--- src/logic/hfs_defs.svh ---
`ifndef HFS_DEFS_SVH
`define HFS_DEFS_SVH

// Register indices; byte address is four times the index
`define HFS_IDX_STATUS 8'h05
`define HFS_IDX_CRC_COUNT 8'h21
`define HFS_IDX_FAR_END_BLOCK_ERROR_COUNT 8'h22
`define HFS_IDX_IRQ_STATUS 8'h30
`define HFS_IDX_IRQ_MASK 8'h31
`define HFS_IDX_FILL_TARGET 8'hcd

// Status register fields
`define HFS_ST_COUNT_LSB 0
`define HFS_ST_STATE_LSB 3
`define HFS_ST_MISMATCH 5
`define HFS_ST_CRC_SAT 6
`define HFS_ST_FAR_END_BLOCK_ERROR_SAT 7

// Interrupt status and mask fields
`define HFS_IRQ_STATE 0
`define HFS_IRQ_CRC_SAT 1
`define HFS_IRQ_FAR_END_BLOCK_ERROR_SAT 2
`define HFS_IRQ_BITS 3

// Reset values and frame count maximum
`define HFS_FILL_TARGET_RST 8'h00
`define HFS_IRQ_MASK_RST 3'h0
`define HFS_COUNT_MAX 3'h7

`endif

--- src/logic/hfs_pkg.sv ---
`default_nettype none
package hfs_pkg;
   // Two-bit lock state as reported by the framer
   typedef enum logic [1:0] {
      lock_lost = 2'h0,
      lock_pending = 2'h1,
      locked = 2'h2,
      lock_degraded = 2'h3
   } hfs_lock_t;
endpackage : hfs_pkg
`default_nettype wire

--- src/logic/hfs_sat_counter.sv ---
`timescale 1ns/1ps
`default_nettype none
module hfs_sat_counter #(
   parameter int WIDTH = 8
) (
   input wire logic i_mclk,
   input wire logic i_rst,
   input wire logic i_clear,
   input wire logic i_inc,
   output logic [WIDTH-1:0] o_count,
   output logic o_saturated
);
   generate
      if (WIDTH < 1 || WIDTH > 31) begin : g_bad
         $error("hfs_sat_counter: WIDTH out of range");
      end
   endgenerate

   localparam logic [WIDTH-1:0] MAX = {WIDTH{1'b1}};
   wire logic at_max;
   wire logic [WIDTH-1:0] next_count;

   assign at_max = (o_count == MAX);
   assign next_count = i_clear ? '0 :
                       (i_inc && !at_max) ? o_count + 1'b1 : o_count;
   assign o_saturated = at_max;

   always_ff @(posedge i_mclk) begin
      if (i_rst) begin
         o_count <= '0;
      end else begin
         o_count <= next_count;
      end
   end
endmodule : hfs_sat_counter
`default_nettype wire

--- src/logic/hfs_irq_regs.sv ---
`timescale 1ns/1ps
`default_nettype none
module hfs_irq_regs #(
   parameter int NBITS = 3
) (
   input wire logic i_mclk,
   input wire logic i_rst,
   input wire logic [NBITS-1:0] i_set,
   input wire logic i_status_we,
   input wire logic i_mask_we,
   input wire logic [NBITS-1:0] i_wdata,
   output logic [NBITS-1:0] o_status,
   output logic [NBITS-1:0] o_mask,
   output logic o_irq
);
   generate
      if (NBITS < 1 || NBITS > 32) begin : g_bad
         $error("hfs_irq_regs: NBITS out of range");
      end
   endgenerate

   genvar b;
   generate
      for (b = 0; b < NBITS; b++) begin : g_bit
         wire logic clr;
         assign clr = i_status_we && i_wdata[b];
         // Set wins over a write-one clear in the same cycle
         always_ff @(posedge i_mclk) begin
            if (i_rst) begin
               o_status[b] <= 1'b0;
            end else if (i_set[b]) begin
               o_status[b] <= 1'b1;
            end else if (clr) begin
               o_status[b] <= 1'b0;
            end
         end
         always_ff @(posedge i_mclk) begin
            if (i_rst) begin
               o_mask[b] <= 1'b0;
            end else if (i_mask_we) begin
               o_mask[b] <= i_wdata[b];
            end
         end
      end
   endgenerate

   assign o_irq = |(o_status & o_mask);
endmodule : hfs_irq_regs
`default_nettype wire

--- src/logic/hfs_rx_sync_status.sv ---
// Behaviour
// - Entering lock_lost resets receive elastic store
// - No CRC or far-end counting in lock_lost
// - Error event on entering lost, pending, locked
// - Lock_pending enables elastic store and mapper
// - Entering locked reloads store fill target
// - Entering locked resumes error counting
// - Degraded count holds consecutive missing-sync frames
// - Count valid pending/degraded; 000 means one
// - CRC saturated flag when count reaches 255
// - Far-end count 255 sets flag, interrupts
`timescale 1ns/1ps
`default_nettype none
`include "hfs_defs.svh"
module hfs_rx_sync_status
   import hfs_pkg::*;
#(
   parameter int CNT_WIDTH = 8,
   parameter int FILL_WIDTH = 8
) (
   input wire logic i_mclk,
   input wire logic i_rst,
   // Framer side
   input wire logic [1:0] i_sync_state,
   input wire logic i_frame_strobe,
   input wire logic i_sync_found,
   input wire logic i_crc_mismatch,
   input wire logic i_far_end_block_error,
   // Elastic store and payload mapper control
   output logic o_store_reset,
   output logic o_store_enable,
   output logic o_mapper_enable,
   output logic o_store_fill_load,
   output logic [FILL_WIDTH-1:0] o_store_fill_target,
   output logic o_rx_error_event,
   output logic o_irq,
   // APB slave
   input wire logic i_psel,
   input wire logic i_penable,
   input wire logic i_pwrite,
   input wire logic [11:0] i_paddr,
   input wire logic [31:0] i_pwdata,
   output logic [31:0] o_prdata,
   output logic o_pready,
   output logic o_pslverr
);
   generate
      if (CNT_WIDTH != 8) begin : g_bad_cnt
         $error("hfs_rx_sync_status: counters must be 8 bits");
      end
      if (FILL_WIDTH < 1 || FILL_WIDTH > 32) begin : g_bad_fill
         $error("hfs_rx_sync_status: FILL_WIDTH out of range");
      end
      if (`HFS_ST_FAR_END_BLOCK_ERROR_SAT > 7) begin : g_bad_status
         $error("hfs_rx_sync_status: status fields exceed a byte");
      end
   endgenerate

   // Lock state tracking
   hfs_lock_t cur_state;
   hfs_lock_t prev_state;
   wire logic state_change;
   wire logic enter_lost;
   wire logic enter_pending;
   wire logic enter_locked;
   wire logic enter_degraded;
   wire logic in_lost;

   assign cur_state = hfs_lock_t'(i_sync_state);
   assign state_change = (cur_state != prev_state);
   assign enter_lost = state_change && (cur_state == lock_lost);
   assign enter_pending = state_change && (cur_state == lock_pending);
   assign enter_locked = state_change && (cur_state == locked);
   assign enter_degraded = state_change && (cur_state == lock_degraded);
   assign in_lost = (cur_state == lock_lost);

   always_ff @(posedge i_mclk) begin
      if (i_rst) begin
         prev_state <= lock_lost;
      end else begin
         prev_state <= cur_state;
      end
   end

   // Store reset, fill reload and error event pulses
   wire logic next_store_reset;
   wire logic next_store_fill_load;
   wire logic next_rx_error_event;

   assign next_store_reset = enter_lost;
   assign next_store_fill_load = enter_locked;
   assign next_rx_error_event = enter_lost || enter_pending ||
                                enter_locked;

   always_ff @(posedge i_mclk) begin
      if (i_rst) begin
         o_store_reset <= 1'b0;
         o_store_fill_load <= 1'b0;
         o_rx_error_event <= 1'b0;
      end else begin
         o_store_reset <= next_store_reset;
         o_store_fill_load <= next_store_fill_load;
         o_rx_error_event <= next_rx_error_event;
      end
   end

   // Store and mapper enables
   wire logic next_enable;
   assign next_enable = enter_lost ? 1'b0 :
                        enter_pending ? 1'b1 : o_store_enable;

   always_ff @(posedge i_mclk) begin
      if (i_rst) begin
         o_store_enable <= 1'b0;
         o_mapper_enable <= 1'b0;
      end else begin
         o_store_enable <= next_enable;
         o_mapper_enable <= next_enable;
      end
   end

   // Error counting gate
   logic count_on;
   wire logic next_count_on;
   assign next_count_on = enter_lost ? 1'b0 :
                          enter_locked ? 1'b1 : count_on;

   always_ff @(posedge i_mclk) begin
      if (i_rst) begin
         count_on <= 1'b0;
      end else begin
         count_on <= next_count_on;
      end
   end

   wire logic count_ok;
   assign count_ok = count_on && !in_lost;

   // Intermediate frame count
   logic [2:0] frame_count;
   logic frame_seen;
   wire logic count_state;
   wire logic frame_hit;
   wire logic [2:0] next_frame_count;
   wire logic next_frame_seen;

   assign count_state = (cur_state == lock_pending) ||
                        (cur_state == lock_degraded);
   // Pending counts frames with sync; degraded counts frames without
   assign frame_hit = (cur_state == lock_pending) ? i_sync_found :
                      !i_sync_found;
   assign next_frame_seen = (state_change || !count_state) ? 1'b0 :
                            (i_frame_strobe && frame_hit) ? 1'b1 :
                            (i_frame_strobe) ? 1'b0 : frame_seen;
   assign next_frame_count =
      (state_change || !count_state) ? 3'h0 :
      (i_frame_strobe && !frame_hit) ? 3'h0 :
      (i_frame_strobe && frame_seen &&
       frame_count != `HFS_COUNT_MAX) ? frame_count + 3'h1 :
      frame_count;

   always_ff @(posedge i_mclk) begin
      if (i_rst) begin
         frame_count <= 3'h0;
         frame_seen <= 1'b0;
      end else begin
         frame_count <= next_frame_count;
         frame_seen <= next_frame_seen;
      end
   end

   // Per-frame CRC mismatch flag
   logic crc_mismatch;
   wire logic next_crc_mismatch;
   assign next_crc_mismatch = in_lost ? 1'b0 :
                              i_frame_strobe ? i_crc_mismatch :
                              crc_mismatch;

   always_ff @(posedge i_mclk) begin
      if (i_rst) begin
         crc_mismatch <= 1'b0;
      end else begin
         crc_mismatch <= next_crc_mismatch;
      end
   end

   // APB decode
   wire logic setup;
   wire logic access_wr;
   wire logic [9:0] word_idx;
   wire logic aligned;
   wire logic hit_status;
   wire logic hit_crc;
   wire logic hit_far_end_block_error;
   wire logic hit_irq_st;
   wire logic hit_irq_mask;
   wire logic hit_fill;
   wire logic hit_any;

   assign setup = i_psel && !i_penable;
   assign access_wr = i_psel && i_penable && i_pwrite;
   assign word_idx = i_paddr[11:2];
   assign aligned = (i_paddr[1:0] == 2'h0);
   assign hit_status = aligned && (word_idx == {2'h0, `HFS_IDX_STATUS});
   assign hit_crc = aligned && (word_idx == {2'h0, `HFS_IDX_CRC_COUNT});
   assign hit_far_end_block_error = aligned && (word_idx == {2'h0, `HFS_IDX_FAR_END_BLOCK_ERROR_COUNT});
   assign hit_irq_st = aligned &&
                       (word_idx == {2'h0, `HFS_IDX_IRQ_STATUS});
   assign hit_irq_mask = aligned &&
                         (word_idx == {2'h0, `HFS_IDX_IRQ_MASK});
   assign hit_fill = aligned &&
                     (word_idx == {2'h0, `HFS_IDX_FILL_TARGET});
   assign hit_any = hit_status || hit_crc || hit_far_end_block_error || hit_irq_st ||
                    hit_irq_mask || hit_fill;

   assign o_pready = 1'b1;
   assign o_pslverr = i_psel && i_penable && !hit_any;

   // Register write strobes and read capture
   wire logic crc_clear;
   wire logic far_end_block_error_clear;
   wire logic irq_status_we;
   wire logic irq_mask_we;
   wire logic fill_we;
   wire logic rd_capture;

   assign crc_clear = access_wr && hit_crc;
   assign far_end_block_error_clear = access_wr && hit_far_end_block_error;
   assign irq_status_we = access_wr && hit_irq_st;
   assign irq_mask_we = access_wr && hit_irq_mask;
   assign fill_we = access_wr && hit_fill;
   assign rd_capture = setup && !i_pwrite;

   // Error counters; a write of any value clears
   wire logic [7:0] crc_count;
   wire logic [7:0] far_end_block_error_count;
   wire logic crc_sat;
   wire logic far_end_block_error_sat;
   logic crc_sat_d;
   logic far_end_block_error_sat_d;
   wire logic crc_inc;
   wire logic far_end_block_error_inc;

   assign crc_inc = count_ok && i_frame_strobe && i_crc_mismatch;
   assign far_end_block_error_inc = count_ok && i_frame_strobe &&
                     i_far_end_block_error;

   hfs_sat_counter #(
      .WIDTH(CNT_WIDTH)
   ) u_crc_count (
      .i_mclk(i_mclk),
      .i_rst(i_rst),
      .i_clear(crc_clear),
      .i_inc(crc_inc),
      .o_count(crc_count),
      .o_saturated(crc_sat)
   );

   hfs_sat_counter #(
      .WIDTH(CNT_WIDTH)
   ) u_far_end_block_error_count (
      .i_mclk(i_mclk),
      .i_rst(i_rst),
      .i_clear(far_end_block_error_clear),
      .i_inc(far_end_block_error_inc),
      .o_count(far_end_block_error_count),
      .o_saturated(far_end_block_error_sat)
   );

   always_ff @(posedge i_mclk) begin
      if (i_rst) begin
         crc_sat_d <= 1'b0;
         far_end_block_error_sat_d <= 1'b0;
      end else begin
         crc_sat_d <= crc_sat;
         far_end_block_error_sat_d <= far_end_block_error_sat;
      end
   end

   // Interrupt status and mask
   wire logic [`HFS_IRQ_BITS-1:0] irq_set;
   wire logic [`HFS_IRQ_BITS-1:0] irq_status;
   wire logic [`HFS_IRQ_BITS-1:0] irq_mask;

   assign irq_set[`HFS_IRQ_STATE] = enter_lost || enter_pending ||
                                    enter_locked;
   assign irq_set[`HFS_IRQ_CRC_SAT] = crc_sat && !crc_sat_d;
   assign irq_set[`HFS_IRQ_FAR_END_BLOCK_ERROR_SAT] = far_end_block_error_sat && !far_end_block_error_sat_d;

   hfs_irq_regs #(
      .NBITS(`HFS_IRQ_BITS)
   ) u_irq (
      .i_mclk(i_mclk),
      .i_rst(i_rst),
      .i_set(irq_set),
      .i_status_we(irq_status_we),
      .i_mask_we(irq_mask_we),
      .i_wdata(i_pwdata[`HFS_IRQ_BITS-1:0]),
      .o_status(irq_status),
      .o_mask(irq_mask),
      .o_irq(o_irq)
   );

   // Fill target register
   wire logic [FILL_WIDTH-1:0] next_store_fill_target;
   assign next_store_fill_target = fill_we ? i_pwdata[FILL_WIDTH-1:0] :
                                   o_store_fill_target;

   always_ff @(posedge i_mclk) begin
      if (i_rst) begin
         o_store_fill_target <= FILL_WIDTH'(`HFS_FILL_TARGET_RST);
      end else begin
         o_store_fill_target <= next_store_fill_target;
      end
   end

   // Status word
   wire logic [7:0] status_word;
   assign status_word[`HFS_ST_COUNT_LSB +: 3] = count_state ?
                                               frame_count : 3'h0;
   assign status_word[`HFS_ST_STATE_LSB +: 2] = cur_state;
   assign status_word[`HFS_ST_MISMATCH] = crc_mismatch;
   assign status_word[`HFS_ST_CRC_SAT] = crc_sat;
   assign status_word[`HFS_ST_FAR_END_BLOCK_ERROR_SAT] = far_end_block_error_sat;

   // Read data captured in the setup phase
   wire logic [31:0] rd_mux;
   assign rd_mux =
      hit_status ? {24'h0, status_word} :
      hit_crc ? {24'h0, crc_count} :
      hit_far_end_block_error ? {24'h0, far_end_block_error_count} :
      hit_irq_st ? {{(32-`HFS_IRQ_BITS){1'b0}}, irq_status} :
      hit_irq_mask ? {{(32-`HFS_IRQ_BITS){1'b0}}, irq_mask} :
      hit_fill ? 32'(o_store_fill_target) : 32'h0;

   wire logic [31:0] next_prdata;
   assign next_prdata = rd_capture ? rd_mux : o_prdata;

   always_ff @(posedge i_mclk) begin
      if (i_rst) begin
         o_prdata <= 32'h0;
      end else begin
         o_prdata <= next_prdata;
      end
   end

   wire logic unused_ok;
   assign unused_ok = enter_degraded;
endmodule : hfs_rx_sync_status
`default_nettype wire

--- config.mk ---
export PLATFORM = sky130hd
export DESIGN_NAME = hfs_rx_sync_status
export DESIGN_NICKNAME = d
export VERILOG_FILES = /design/src/logic/hfs_pkg.sv /design/src/logic/hfs_sat_counter.sv /design/src/logic/hfs_irq_regs.sv /design/src/logic/hfs_rx_sync_status.sv
export VERILOG_INCLUDE_DIRS = /design/src /design/src/logic
export SDC_FILE = /design/constraint.sdc
export NUM_CORES = 1
export LEC_CHECK = 0
export ABC_CLOCK_PERIOD_IN_PS = 2850
export BUFFER_PORTS_ARGS = -buffer_cell sky130_fd_sc_hd__buf_2
export CAP_MARGIN = 20
export CORE_UTILIZATION = 46
export DETAILED_ROUTE_END_ITERATION = 8
export HOLD_SLACK_MARGIN = 0.03
export PLACE_DENSITY = 0.76
export SKIP_LAST_GASP = 1
export SYNTH_ARGS = -nofsm -noshare
export SYNTH_HDL_FRONTEND = slang
export SYNTH_HIERARCHICAL = 1
export SYNTH_SLANG_ARGS = --single-unit
--- constraint.sdc ---
create_clock -name i_mclk -period 2.85 [get_ports i_mclk]
set_clock_uncertainty 0.1 [all_clocks]
set_input_delay 0.57 -clock i_mclk [delete_from_list [all_inputs] [get_ports i_mclk]]
set_output_delay 0.57 -clock i_mclk [all_outputs]
set_load 0.05 [all_outputs]
## Word-level counts from Yosys, hierarchy flattened

Cells that the tools add are included.

| cells by class | value |
|---|---|
| reductions and logical operators | 67 |
| multiplexer cells | 16 |
| add/subtract/negate cells | 3 |
| eq/ne operators | 13 |
| bitwise gates (word level) | 1 |

Operator list:

| cell | number |
|---|---|
| 8-bit 2-to-1 mux | 6 |
| 10-bit by 6-bit == test with 1-bit output, second input constant | 4 |
| 1-bit logical AND | 34 |
| 8-bit by 1-bit adder with 8-bit output, second input constant | 2 |
| 8-bit == test, second input constant | 2 |
| 1-bit zero test | 11 |
| 10-bit by 3-bit == test with 1-bit output, second input constant | 1 |
| 10-bit by 8-bit == test with 1-bit output, second input constant | 1 |
| 2-bit OR reduction | 5 |
| 1-bit logical OR | 9 |
| 1-bit 2-to-1 mux | 9 |
| 2-bit nonzero test | 4 |
| 3-bit OR reduction | 2 |
| 2-bit == test, second input constant | 2 |
| 2-bit zero test | 2 |
| 3-bit by 1-bit adder with 3-bit output, second input constant | 1 |
| 3-bit bitwise AND | 1 |
| 3-bit 2-to-1 mux | 1 |
| 3-bit inequality test, second input constant | 1 |
| 2-bit by 1-bit == test with 1-bit output, second input constant | 1 |
| 2-bit inequality test | 1 |

| word-level totals | value |
|---|---|
| logic and storage cells | 121 |
| output and inout bits | 48 |
| input port bits | 55 |
| bits in registers | 76 |

## Depth between registers and ports, before layout

| depth | value |
|---|---|
| depth in word-level cells | 9 |
| mapped depth | 8 |
| depth with buffers taken out | 6 |

## By module

The synthesis kept the hierarchy.

Modules (own cells, without submodules):

| module | cells each | area an instance (um^2) | times used | seq. area each (um^2) |
|---|---|---|---|---|
| hfs_rx_sync_status | 230 | 1908.1 | 1 | 600.6 |
| hfs_sat_counter | 45 | 425.4 | 2 | 160.2 |
| hfs_irq_regs | 23 | 224.0 | 1 | 120.1 |

## Least setup slack after synthesis

Ideal clock, no wire load.

| timing | value |
|---|---|
| kind | in2out |
| from | in i_paddr[2] |
| to | out o_pslverr |
| arrival | 2.746 ns |
| buffers on the path | 3 |
| stages on the path | 6 |
| path slack | -0.566 ns |
| cell sequence | buf_4 -> or3b_1 -> buf_2 -> nor4_4 -> buf_6 -> nor4_1 |

| between the ends | value |
|---|---|
| word-level cells in the longest chain between the ends | 9 |
| elaborated cells on any way between the ends | 19 |
| classes of those cells | 6 x eq/ne; 13 x reduce/logical |

Ends and longest elaborated chain:

| what | line | text |
|---|---|---|
| start, declared | hfs_rx_sync_status.sv:41 | `input wire logic [11:0] i_paddr,` |
| 10-bit by 3-bit == test with 1-bit output or 10-bit by 6-bit == test with 1-bit output (tied branches) | hfs_rx_sync_status.sv:204, hfs_rx_sync_status.sv:205 |  |
| 1-bit logical AND, on equally long branches | hfs_rx_sync_status.sv:204, hfs_rx_sync_status.sv:205 |  |
| 1-bit logical OR (4 in series) | hfs_rx_sync_status.sv:213 | `assign hit_any = hit_status \|\| hit_crc \|\| hit_far_end_block_error \|\| hit_irq_st \|\|` |
| 1-bit logical OR * | hfs_rx_sync_status.sv:214 | `hit_irq_mask \|\| hit_fill;` |
| 1-bit zero test * | hfs_rx_sync_status.sv:217 | `assign o_pslverr = i_psel && i_penable && !hit_any;` |
| 1-bit logical AND * | hfs_rx_sync_status.sv:217 |  |
| end, declared | hfs_rx_sync_status.sv:45 | `output logic o_pslverr` |

Every way passes the cells marked *; elsewhere a longest branch is shown, timed or not.

## Worst setup path after layout

| timing | value |
|---|---|
| from | in i_paddr[11] |
| to | out o_pslverr |

Same word-level chain as after synthesis.

==> impl_metrics.tcl <==
set metrics [dict create \
    drtIter0Drc 176 \
    dpl.hpwl_mm 5.57 \
    required_ns 2.18 \
    grt_busiest_layer "met2" \
    power_frac_comb_pct 16.1 \
    clkPwrFrac_pct 32.0 \
    ant_nets 0 \
    netlist_instances 343 \
    post-route-period-util_pct 96.1 \
    grt_use_met3_pct 5.38 \
    clk_latency_ns 0.31 \
    vias 2742 \
    die_h_um 82.5 \
    hold_path_class "reg -> reg" \
    peakVddDrop_mv 0.271 \
    h-tree-depth 2 \
    ys_ff_latch 52 \
    clockRootBuffer "clkbuf_8" \
    wire_per_inst_um 15.8 \
    hold_viol_final 0 \
    placed_area_um2 3250 \
    status "completed" \
    diodes 0 \
    yosysTopAreaCellShare_pct 34.9 \
    max_freq_ghz 0.365 \
    final.setup.tns_ns 0 \
    nets 456 \
    grt_first_pass_wirelength_mm 11.7 \
    crit_chain "buf_2, or4_1, buf_4, nor4_4, nor4_2, buf_2" \
    total_power_w 0.00144 \
    io_pins 103 \
    vias_per_cell 5.81 \
    async_flop_share_pct 0 \
    synth-warning-count 6 \
    p_int_w 0.00101 \
    grt_pass1_vias 2446 \
    cp_data_arrival_time_ns 2.07 \
    synth_ff_type "dfxtp_1" \
    p_leak_nw 1.34 \
    rows 28 \
    first_pass_iters 6 \
    place_congestion 0.863 \
    global_route.usage.met2_pct 38.6 \
    final_layout_size_suffix_gt1_share_pct 23.9 \
    avgSynthCellArea_um2 8.70 \
    fin_util_pct 55.0 \
    antenna_found_initial 0 \
    ys_seq_area_share_pct 34.9 \
    critPathKind "in -> out" \
    synth_cell_type_count 58 \
    cts_tree "done" \
    drv_cap 0 \
    path_common_cell "buf_2" \
    slew_headroom_pct 50.1 \
    start_util_pct 48.9 \
    cp-start-kind "input port" \
    core-area_um2 6100 \
    dieWidth_um 82.5 \
    cpMaxStageDelayCell "or4_1" \
    syn_area_um2 2980 \
    clkSinkCount 52 \
    track_usage_pct 23.0 \
    synth.area.top_cells "dfxtp_1, buf_4, mux2i_1" \
    grt_start_max_net_pins 40 \
    end_kind "primary output" \
    p_per_area_nw_per_um2 428 \
    reg2reg_slack_ns 0.99 \
    setup_viol 0 \
    cts_made_buffers 5 \
    synth_common_cells "dfxtp_1, buf_4, a21oi_1, nor2_1, nand2_1" \
    seqPwrFrac_pct 52.0 \
    cts_buffer_depth 2 \
    max_stage_delay_ns 0.58 \
    wirelength_mm 7.44 \
    rsz0062_at_grt "no" \
    grt_use_met1_pct 29.1 \
    fin_crit_ns 2.74 \
    synth_edf_count 0 \
    synthToLayoutAreaGrowth_pct 12.5 \
    drc_errors 0 \
    power_switching_w 0.000429 \
    critPathMaxFanout 6 \
    tightestPinTransition_ns 0.749 \
    io_buffers 53 \
    fin_area_um2 3360 \
    cp_top_family "simple AND/OR/NAND/NOR gates" \
    critical_path_buf_inv_count 3 \
    swShare_pct 29.9 \
    synth_top_area_cell "dfxtp_1" \
    drv_slew 0 \
    die_area_um2 6810 \
    synth.most_common_cell "dfxtp_1" \
    path_clk_slew_ns 0.09 \
    grt-ovfl-total 0 \
]
## path summary, 6_finish.rpt
check | cells after the start | to | startpoint
worst max-delay path | 6 | o_pslverr | i_paddr[11]
worst min-delay path | 2 | o_prdata[6] | o_prdata[6]
worst max register to register | 6 | u_irq/o_status[2] | u_far_end_block_error_count/o_count[0]
worst min register to register | 2 | o_prdata[6] | o_prdata[6]
## final cells by class
type / instances / area (µm²)
fillers: 545 / 2740
clock buffers: 7 / 96.3
multi-input cells: 261 / 1720
inverters: 11 / 41.3
well taps: 75 / 93.8
repair buffers: 66 / 363
flip-flops and latches: 52 / 1040
## registers in the layout, indices dropped and copies added, names as in the netlist
register	cells
prev_state	2
u_irq/o_status	3
u_far_end_block_error_count/o_count	8
o_store_fill_load	1
crc_mismatch	1
frame_count	3
u_crc_count/o_count	8
u_irq/o_mask	3
frame_seen	1
far_end_block_error_sat_d	1
o_mapper_enable	1
o_prdata	8
o_store_fill_target	8
o_rx_error_event	1
count_on	1
crc_sat_d	1
o_store_reset	1
## logic make-up after synthesis
logic type / share of synthesized area (%)
adders and majority gates: 1.68
buffers and inverters: 10.8
muxes: 4.70
and+or+nand+nor: 25.0
xor gates and xnor gates: 1.17
other: 0.252
AOI/OAI and AO/OA: 21.4
DFF: 34.9
## metal layers
layer	routed length (µm)	vias to the layer above	part of all wire (%)
li1	-	1335	-
met1	3480	1297	47
met2	3430	101	46
met3	430	9	5.8
met4	102	0	1.4
met5	0	-	0
## layout by cell type, fill, tap and decap left out, drive strengths merged, types with 7 or more instances in the layout
| master | n |
|---|---|
| o21ai | 22 |
| nor4 | 12 |
| nand4 | 7 |
| nand2 | 18 |
| mux2i | 14 |
| inv | 11 |
| nand3 | 12 |
| a21oi | 24 |
| nor2b | 11 |
| nor2 | 23 |
| dfxtp | 52 |
| clkbuf | 7 |
| conb | 25 |
| buf | 66 |
## through the flow
stage / setup WS [ns] / std cells / hold WS, ns
global route: 0.0419 / 472 / 0.370
global placement: 0.0620 / 465 / 0.346
CTS: 0.0268 / 472 / 0.361
detailed placement: 0.0293 / 465 / 0.348
finish: 0.111 / 472 / 0.360
floorplan: 0.0291 / 366 / 0.334
## what timing repair did
action                                 CTS  global route
endpoints found under the hold margin    0             0
setup endpoints to repair                0             1
setup buffers                            0             0
gates resized for setup                  0             1
hold buffers                             0             0
## power groups by stage
stage | Sequential [W] | Combinational [W] | Clock, W
after floorplan | 0.000782 | 0.000180 | 0
after global placement | 0.000763 | 0.000223 | 0
after detailed placement | 0.000764 | 0.000227 | 0
after CTS | 0.000747 | 0.000228 | 0.000462
after global routing | 0.000749 | 0.000247 | 0.000495
final | 0.000747 | 0.000231 | 0.000460
## worst reg2reg max path, cell delays in order, from the launching register on
cell      delay [ns]
dfxtp_1         0.43
ha_1            0.26
and4_4          0.28
and2_1          0.19
nor2b_1         0.20
inv_1           0.05
a311oi_1        0.25
(Power assumes the default switching activity.)
